## src/charge_pkg.sv

```systemverilog
// Shared offsets, fields, reset values and timing for the charge supervisor
package charge_pkg;
	// Register byte offsets
	localparam logic [7:0] OFF_CTRL = 8'h00;
	localparam logic [7:0] OFF_WDOG = 8'h04;
	localparam logic [7:0] OFF_SET  = 8'h08;
	localparam logic [7:0] OFF_STAT = 8'h0c;
	// Control fields
	localparam int CTRL_EN_BIT   = 0;
	localparam int CTRL_KICK_BIT = 1;
	localparam int CTRL_MASK_BIT = 2;
	// Watchdog and setting fields
	localparam int WDOG_LSB = 0;
	localparam int WDOG_W   = 7;
	localparam int CUR_LSB  = 0;
	localparam int CUR_W    = 4;
	localparam int VOLT_LSB = 8;
	localparam int VOLT_W   = 6;
	// Status fields
	localparam int STAT_CHG_BIT   = 0;
	localparam int STAT_SW_BIT    = 1;
	localparam int STAT_TOK_BIT   = 2;
	localparam int STAT_PRES_BIT  = 3;
	localparam int STAT_TEV_BIT   = 4;
	localparam int STAT_PWROK_BIT = 5;
	// Reset values of the charge group
	localparam logic [WDOG_W-1:0] WDOG_RST = 7'h7f;
	localparam logic [CUR_W-1:0]  CUR_RST  = 4'h0;
	localparam logic [VOLT_W-1:0] VOLT_RST = 6'h00;
	// Timing
	localparam int CLK_NS    = 10;
	localparam int SECOND_NS = 1000000000;
	localparam int SEC_CYCLES = SECOND_NS / CLK_NS;
	typedef enum logic [1:0] {CHG_OFF, CHG_RUN, CHG_GATED} chg_state_t;
endpackage

```

## src/charge_sync.sv

```systemverilog
// Two-flop synchroniser for a group of level inputs
`timescale 1ns/1ps
module charge_sync #(
	parameter int W = 4
) (
	// Clock and reset
	input  wire logic         pclk,
	input  wire logic         presetn,
	// Levels
	input  wire logic [W-1:0] async_in,
	output logic      [W-1:0] sync_out
);
	typedef struct packed {
		logic [W-1:0] s1;
		logic [W-1:0] s2;
	} sync_t;
	sync_t r;
	sync_t n;
	always_comb
	begin
		n.s1 = async_in;
		n.s2 = r.s1;
	end
	always_ff @(posedge pclk or negedge presetn)
	begin
		if (!presetn)
			r <= '0;
		else
			r <= n;
	end
	assign sync_out = r.s2;
endmodule // charge_sync

```

## src/charge_wdog.sv

```systemverilog
// Charging watchdog: seconds prescaler and down counter
`timescale 1ns/1ps
module charge_wdog #(
	parameter int TICK_CYCLES = 100,
	parameter int SEC_W       = 7
) (
	// Clock and reset
	input  wire logic             pclk,
	input  wire logic             presetn,
	// Control
	input  wire logic             run,
	input  wire logic             load,
	input  wire logic [SEC_W-1:0] load_secs,
	// Status
	output logic                  expired,
	output logic      [SEC_W-1:0] secs_left
);
	localparam int PW = $clog2(TICK_CYCLES);
	if (TICK_CYCLES < 2)
	begin : g_chk
		$error("TICK_CYCLES must be at least 2");
	end
	typedef struct packed {
		logic [PW-1:0]    presc;
		logic [SEC_W-1:0] secs;
		logic             exp;
	} wd_t;
	wd_t r;
	wd_t n;
	always_comb
	begin
		n = r;
		n.exp = 1'b0;
		if (load)
		begin
			n.secs = load_secs;
			n.presc = '0;
		end
		else if (run)
		begin
			if (r.presc == PW'(TICK_CYCLES - 1))
			begin
				n.presc = '0;
				// Zero and one both expire, so a zero time still ends
				if (r.secs <= SEC_W'(1))
				begin
					n.exp = 1'b1;
					n.secs = '0;
				end
				else
					n.secs = r.secs - SEC_W'(1);
			end
			else
				n.presc = r.presc + PW'(1);
		end
	end
	always_ff @(posedge pclk or negedge presetn)
	begin
		if (!presetn)
			r <= '0;
		else
			r <= n;
	end
	assign expired = r.exp;
	assign secs_left = r.secs;
endmodule // charge_wdog

```

## src/charge_state_supervisor.sv

```systemverilog
// Battery charge state supervisor with APB register access
// Overview of operation
// - A power reset clears every charger register and stops charging.
// - Primary watchdog, low battery or thermal trip pull power reset low.
// - Loss of the crystal oscillator stops charging and clears all state.
// - Warm reset stops charging, clears all state and the limit registers.
// - Kick or watchdog time write keeps charging in software timed mode.
// - Current or voltage writes keep charging and reset nothing.
// - Setting enable starts charging timed by the software watchdog field.
// - Clearing enable stops charging and resets the charge group.
// - Temperature is measured before start and watched during charging.
// - Out of window temperature gates charging, return resumes it.
// - A dead battery does not start charging outside the window.
// - A nonvolatile bit can disable temperature gating.
// - Temperature monitoring runs only while a charger is detected.
// - Every crossing of a temperature limit while a charger stays detected raises an interrupt.
// - A mask suppresses the temperature interrupt.
// - Charging needs both window comparators to report inside unless temp_gate_dis is set.
//
// Added by the designer: the register offsets and register access over APB.
`timescale 1ns/1ps
module charge_state_supervisor
	import charge_pkg::*;
#(
	parameter int TICK_CYCLES = SEC_CYCLES
) (
	// APB slave
	input  wire logic        pclk,
	input  wire logic        presetn,
	input  wire logic        psel,
	input  wire logic        penable,
	input  wire logic        pwrite,
	input  wire logic [7:0]  paddr,
	input  wire logic [31:0] pwdata,
	output logic      [31:0] prdata,
	output logic             pready,
	output logic             pslverr,
	// Power reset causes
	input  wire logic        prim_wdog_expired,
	input  wire logic        battery_low_threshold,
	input  wire logic        thermal_protect_flag,
	input  wire logic        pwr_off_req,
	input  wire logic        xtal_ok,
	input  wire logic        warm_reset_n,
	output logic             system_power_reset_n,
	output logic             limit_reset,
	// Charger detection and temperature window
	input  wire logic        vbus_det,
	input  wire logic        ext_chg_det,
	input  wire logic        temp_cold_ok,
	input  wire logic        temp_hot_ok,
	input  wire logic        temp_gate_dis,
	// Charger control
	output logic             temp_mon_en,
	output logic             charge_on,
	output logic [3:0]       charge_current_set,
	output logic [5:0]       charge_voltage_set,
	output logic             temp_irq
);
	if (TICK_CYCLES < 2)
	begin : g_chk
		$error("TICK_CYCLES must be at least 2");
	end

	typedef struct packed {
		chg_state_t         st;
		logic               en;
		logic               sw_mode;
		logic               mask;
		logic               temp_ev;
		logic               win_d;
		logic               mon_d;
		logic [WDOG_W-1:0]  wtime;
		logic [CUR_W-1:0]   cur;
		logic [VOLT_W-1:0]  volt;
		logic               pwr_ok;
		logic               limit_clr;
		logic [31:0]        rdata;
		logic               slverr;
	} sup_t;

	localparam sup_t RST = '{
		st: CHG_OFF,
		wtime: WDOG_RST,
		cur: CUR_RST,
		volt: VOLT_RST,
		default: '0
	};

	sup_t r;
	sup_t n;

	logic [3:0]        sync_s;
	logic              cold_s;
	logic              hot_s;
	logic              vbus_s;
	logic              ext_s;
	logic              present;
	logic              win;
	logic              temp_ok;
	logic              temp_cross;
	logic              pwr_bad;
	logic              all_clr;
	logic              group_clr;
	logic              setup;
	logic              access;
	logic              wr;
	logic              hit;
	logic              wd_load;
	logic [WDOG_W-1:0] wd_secs;
	logic              wd_expired;
	logic [WDOG_W-1:0] wd_left;
	logic              wd_run;

	// Raw comparator levels may change at any time
	charge_sync #(
		.W(4)
	) u_sync (
		.pclk    (pclk),
		.presetn (presetn),
		.async_in({temp_cold_ok, temp_hot_ok, vbus_det, ext_chg_det}),
		.sync_out(sync_s)
	);

	assign cold_s = sync_s[3];
	assign hot_s = sync_s[2];
	assign vbus_s = sync_s[1];
	assign ext_s = sync_s[0];

	assign present = vbus_s | ext_s;
	assign win = cold_s & hot_s;
	assign temp_ok = win | temp_gate_dis;
	// Only crossings seen while monitoring for two cycles count
	assign temp_cross = present & r.mon_d & (win != r.win_d);

	assign pwr_bad = prim_wdog_expired | battery_low_threshold |
		thermal_protect_flag | pwr_off_req;
	assign all_clr = !r.pwr_ok | !xtal_ok | !warm_reset_n;

	assign setup = psel & !penable;
	assign access = psel & penable;
	assign wr = access & pwrite;
	assign hit = (paddr == OFF_CTRL) | (paddr == OFF_WDOG) |
		(paddr == OFF_SET) | (paddr == OFF_STAT);

	assign wd_run = (r.st != CHG_OFF);

	always_comb
	begin
		n = r;
		wd_load = 1'b0;
		wd_secs = r.wtime;
		group_clr = wd_expired;
		n.limit_clr = !warm_reset_n;
		n.pwr_ok = !pwr_bad;
		n.mon_d = present;
		n.win_d = win;

		// Read data is captured in the setup cycle
		if (setup)
		begin
			n.rdata = '0;
			n.slverr = !hit;
			case (paddr)
				OFF_CTRL:
				begin
					n.rdata[CTRL_EN_BIT] = r.en;
					n.rdata[CTRL_MASK_BIT] = r.mask;
				end
				OFF_WDOG: n.rdata[WDOG_LSB +: WDOG_W] = r.wtime;
				OFF_SET:
				begin
					n.rdata[CUR_LSB +: CUR_W] = r.cur;
					n.rdata[VOLT_LSB +: VOLT_W] = r.volt;
				end
				OFF_STAT:
				begin
					n.rdata[STAT_CHG_BIT] = (r.st == CHG_RUN);
					n.rdata[STAT_SW_BIT] = r.sw_mode;
					n.rdata[STAT_TOK_BIT] = temp_ok;
					n.rdata[STAT_PRES_BIT] = present;
					n.rdata[STAT_TEV_BIT] = r.temp_ev;
					n.rdata[STAT_PWROK_BIT] = r.pwr_ok;
				end
				default: n.rdata = '0;
			endcase
		end

		// Register writes take effect in the access cycle
		if (wr)
		begin
			case (paddr)
				OFF_CTRL:
				begin
					n.mask = pwdata[CTRL_MASK_BIT];
					n.en = pwdata[CTRL_EN_BIT];
					if (pwdata[CTRL_EN_BIT] && !r.en)
						wd_load = 1'b1;
					if (!pwdata[CTRL_EN_BIT])
						group_clr = 1'b1;
					if (pwdata[CTRL_KICK_BIT])
					begin
						n.sw_mode = 1'b1;
						wd_load = 1'b1;
					end
				end
				OFF_WDOG:
				begin
					n.wtime = pwdata[WDOG_LSB +: WDOG_W];
					wd_secs = pwdata[WDOG_LSB +: WDOG_W];
					n.sw_mode = 1'b1;
					wd_load = 1'b1;
				end
				OFF_SET:
				begin
					// Watchdog keeps its count on a setting change
					n.cur = pwdata[CUR_LSB +: CUR_W];
					n.volt = pwdata[VOLT_LSB +: VOLT_W];
					n.sw_mode = 1'b1;
				end
				OFF_STAT:
				begin
					if (pwdata[STAT_TEV_BIT])
						n.temp_ev = 1'b0;
				end
				default: n = n;
			endcase
		end

		// Set wins over a same cycle status write clear
		if (temp_cross)
			n.temp_ev = 1'b1;

		// Start needs a detected charger, so the monitor runs first
		case (r.st)
			CHG_OFF:
			begin
				if (r.en && present)
					n.st = temp_ok ? CHG_RUN : CHG_GATED;
			end
			CHG_RUN:
			begin
				if (!temp_ok)
					n.st = CHG_GATED;
			end
			CHG_GATED:
			begin
				if (temp_ok)
					n.st = CHG_RUN;
			end
			default: n.st = CHG_OFF;
		endcase
		if (!r.en || !present)
			n.st = CHG_OFF;

		if (group_clr)
		begin
			n.st = CHG_OFF;
			n.en = 1'b0;
			n.sw_mode = 1'b0;
			n.wtime = WDOG_RST;
			n.cur = CUR_RST;
			n.volt = VOLT_RST;
		end

		// Full clear also drops mask and pending event
		if (all_clr)
		begin
			n.st = CHG_OFF;
			n.en = 1'b0;
			n.sw_mode = 1'b0;
			n.mask = 1'b0;
			n.temp_ev = 1'b0;
			n.wtime = WDOG_RST;
			n.cur = CUR_RST;
			n.volt = VOLT_RST;
		end
	end

	always_ff @(posedge pclk or negedge presetn)
	begin
		if (!presetn)
			r <= RST;
		else
			r <= n;
	end

	charge_wdog #(
		.TICK_CYCLES(TICK_CYCLES),
		.SEC_W      (WDOG_W)
	) u_wdog (
		.pclk     (pclk),
		.presetn  (presetn),
		.run      (wd_run),
		.load     (wd_load),
		.load_secs(wd_secs),
		.expired  (wd_expired),
		.secs_left(wd_left)
	);

	assign prdata = r.rdata;
	assign pready = access;
	assign pslverr = access & r.slverr;
	assign system_power_reset_n = r.pwr_ok;
	assign limit_reset = r.limit_clr;
	assign temp_mon_en = present;
	assign charge_on = (r.st == CHG_RUN);
	assign charge_current_set = r.cur;
	assign charge_voltage_set = r.volt;
	assign temp_irq = r.temp_ev & !r.mask;
endmodule // charge_state_supervisor

```

## config.mk

```make
export PLATFORM = sky130hd
export DESIGN_NAME = charge_state_supervisor
export DESIGN_NICKNAME = d
export VERILOG_FILES = /design/src/charge_pkg.sv /design/src/charge_sync.sv /design/src/charge_wdog.sv /design/src/charge_state_supervisor.sv
export SDC_FILE = /design/constraint.sdc
export NUM_CORES = 1
export LEC_CHECK = 0
export BUFFER_PORTS_ARGS = -buffer_cell sky130_fd_sc_hd__buf_2
export CORE_ASPECT_RATIO = 1.2
export CORE_MARGIN = 2
export CORE_UTILIZATION = 45
export CTS_CLUSTER_SIZE = 8
export DETAILED_ROUTE_END_ITERATION = 7
export GPL_TIMING_DRIVEN = 0
export PLACE_DENSITY = 0.71
export SETUP_SLACK_MARGIN = 0.15
export SLEW_MARGIN = 20
export SYNTH_ARGS = -nofsm -noshare
export SYNTH_HDL_FRONTEND = slang
export SYNTH_SLANG_ARGS = --single-unit
export TNS_END_PERCENT = 100
```

## constraint.sdc

```tcl
create_clock -name pclk -period 2.4 [get_ports pclk]
set_clock_uncertainty 0.1 [all_clocks]
set_input_delay 0.12 -clock pclk [delete_from_list [all_inputs] [get_ports pclk]]
set_output_delay 0.12 -clock pclk [all_outputs]
set_load 0.05 [all_outputs]
```

==> impl_metrics.json <==
{
  "coreArea_mm2": 0.0101,
  "ys_ff_latch": 84,
  "drt_iter0_markers": 200,
  "num_rows": 40,
  "power.total_mw": 3.28,
  "crit_family": "simple AND/OR/NAND/NOR gates",
  "synth_area_leaders": "dfrtp_1, buf_4, mux2i_1",
  "holdCritPathClass": "input port to flip-flop",
  "slowest_stage": "or4_4",
  "avgSynthCellArea_um2": 9.64,
  "synth_fa_ha_area_share_pct": 0.806,
  "hpwl_um": 8260,
  "drtPass1Iterations": 5,
  "clkSinkCount": 84,
  "drc": 0,
  "synth-xor-area-share_pct": 0.376,
  "vias": 4153,
  "synthSimpleGateAreaFrac_pct": 23.9,
  "synth_enable_flop_cells": 0,
  "layoutNonFillerInstCount": 739,
  "cts_tree": "built",
  "nNetsFinal": 667,
  "yosysTopAreaCell": "dfrtp_1",
  "placed_cells": 694,
  "grt_pass1_vias": 3930,
  "synthCells": 483,
  "antenna_found_initial": 0,
  "initial_core_util_pct": 46.3,
  "cellPowerDensity_mw_per_mm2": 534,
  "grt_max_degree": 50,
  "place.gp.congestion": 0.885,
  "grt_pass1_wl_um": 19000,
  "area_growth_pct": 31.7,
  "viasPerCell": 5.62,
  "ant_nets": 0,
  "ys_warn_count": 0,
  "worstSkewPairLatency_ps": 340,
  "period_needed_ps": 2240,
  "portBuffers": 66,
  "grt-ovfl-total": 0,
  "setup_viol": 0,
  "rsz0062_at_grt": "no",
  "synth_mux_area_share_pct": 5.70,
  "die_w_um": 96.8,
  "post-synth-top-count-cell": "dfrtp_1",
  "leakagePower_nw": 2.92,
  "grtUsageTotal_pct": 20.9,
  "crit_required_ps": 2520,
  "finalCritPeriodShare_pct": 93.5,
  "seq_area_frac_synth_pct": 45.3,
  "clock.fmax_ghz": 0.446,
  "critPathKind": "flip-flop to flip-flop",
  "hold_viol": 0,
  "peakVddDrop_v": 0.000304,
  "drt-total-wl_um": 11900,
  "path_clk_slew_ps": 60,
  "synth_top_family_by_area": "simple AND/OR/NAND/NOR gates",
  "synth_ff_type": "dfrtp_1",
  "cts_max_path_buffers": 2,
  "cap_violations": 0,
  "layout-drive-gt1-share_pct": 32.6,
  "synth_cell_type_count": 67,
  "ys_top_cells_by_count": "dfrtp_1, nand2_1, buf_4",
  "cp-end-kind": "flip-flop",
  "path_max_fanout": 5,
  "synth_compound_area_share_pct": 13.8,
  "boundaryPins": 105,
  "dieArea_mm2": 0.0112,
  "nFillCells": 840,
  "diodes": 0,
  "max_stage_delay_ps": 560,
  "worst_ep_arrival_time_ps": 2360,
  "clock-root-buffer": "clkbuf_16",
  "slew_violations": 0,
  "cts_buffers": 9,
  "syn_area_mm2": 0.00465,
  "slew-limit-headroom_pct": 42.9,
  "startpoint_type": "flip-flop",
  "wire_per_inst_um": 16.2,
  "worst_pin_slew_ps": 852,
  "synth_top_area_share_pct": 41.4,
  "path_cells": "and4_4 > nand3_1 > or4_4 > buf_6 > and2_4 > a221o_1",
  "path_buf_inv": 1,
  "cts_max_level": 3,
  "die_h_um": 115,
  "outcome": "finished, final reports clean",
  "ys_async_sr_fraction_pct": 100
}
[layout make-up]
| cell class | instances | area, um^2 | share of cell area (%) |
|---|---|---|---|
| clock buffer | 13 | 270 | 4.41 |
| sequential | 84 | 2120 | 34.5 |
| buffer | 69 | 478 | 7.79 |
| multi-input combinational | 338 | 2370 | 38.7 |
| clock inverter | 3 | 68.8 | 1.12 |
| inverter | 10 | 37.5 | 0.612 |
| timing repair buffer | 96 | 632 | 10.3 |
| tap | 126 | 158 | 2.57 |
[flip-flops by register name, summed over array words and instances (netlist names)]
signal,flops
u_wdog.expired,1
u_sync.n,4
u_wdog.secs_left,7
prdata,13
u_sync.sync_out,4
r,16
charge_current_set,4
system_power_reset_n,1
charge_voltage_set,6
limit_reset,1
u_wdog.r,27
[stage by stage]
step	TNS, ps	hold WS [ps]	worst slack, ps	util [%]	instance area, um^2
3_5_place_dp	-1850	13.9	-123	52.2	5250
4_1_cts	0	5.16	110	58.5	5880
6_report	0	7.72	156	61.0	6130
5_1_grt	0	37.5	117	61.0	6130
3_3_place_gp	-995	128	-91.4	51.9	5220
2_1_floorplan	0	-276	155	-	4730
[routing by layer]
layer	GRT usage [%]	part of all wire, %	up-vias
met4	11.2	3.4	0
met1	26.1	41	1987
li1	-	-	1965
met2	35.5	50	168
met5	0	0	-
met3	3.26	5.9	33
[report_power, final]
| part | total, mW | switching (mW) | internal [mW] |
|---|---|---|---|
| Combinational | 0.270 | 0.174 | 0.0964 |
| Sequential | 1.44 | 0.0107 | 1.43 |
| Clock | 1.56 | 0.565 | 1.00 |
| Total | 3.28 | 0.749 | 2.53 |
[path summary, 6_finish.rpt]
path / slack [ps] / to / from / cells after the start
max in group asynchronous: 1360 / r[46] / presetn / 3
worst min-delay path: 8 / r[54] / xtal_ok / 3
worst max-delay path: 160 / u_wdog.r[20] / u_wdog.r[14] / 6
worst min register to register: 250 / u_sync.sync_out[1] / u_sync.n[1] / 0
min in group asynchronous: 190 / charge_voltage_set[1] / presetn / 2
worst max register to register: 160 / u_wdog.r[20] / u_wdog.r[14] / 6
[repair_timing]
item                                   in CTS  in global routing
endpoints found under the hold margin      56                  0
buffers inserted                            5                  3
setup endpoints to repair                  30                 33
pin swaps                                   2                  7
hold buffers                               20                  0
gates resized for setup                    13                 57
cloned                                      0                  1
[worst reg2reg max path, cell delays in order, from the launching register on]
cell	delay (ps)
dfrtp_1	500
and4_4	280
nand3_1	80
or4_4	560
buf_6	150
and2_4	160
a221o_1	290
[cell usage in the layout, fill, tap and decap left out, types with 9 or more instances in the layout]
cell / n
nand2_1: 42
clkbuf_16: 9
nand3b_1: 12
nand3_1: 24
buf_2: 70
dlygate4sd3_1: 20
inv_1: 10
nor2_1: 36
buf_4: 54
a31oi_1: 26
mux2i_1: 22
clkbuf_1: 10
dfrtp_1: 73
a22o_1: 9
conb_1: 19
nand4_1: 12
[kinds of logic (layout without fill, tap and decap cells)]
| family | after synthesis | count (layout) |
|---|---|---|
| XOR/XNOR | 2 | 2 |
| AO/OA/AOI/OAI | 90 | 90 |
| buffers and inverters | 79 | 191 |
| flip-flops | 84 | 84 |
| other | 1 | 19 |
| adder cells (fa/ha/maj) | 3 | 3 |
| AND/OR/NAND/NOR | 199 | 199 |
| multiplexers | 25 | 25 |
No activity file was read; power rests on OpenSTA's default activity.
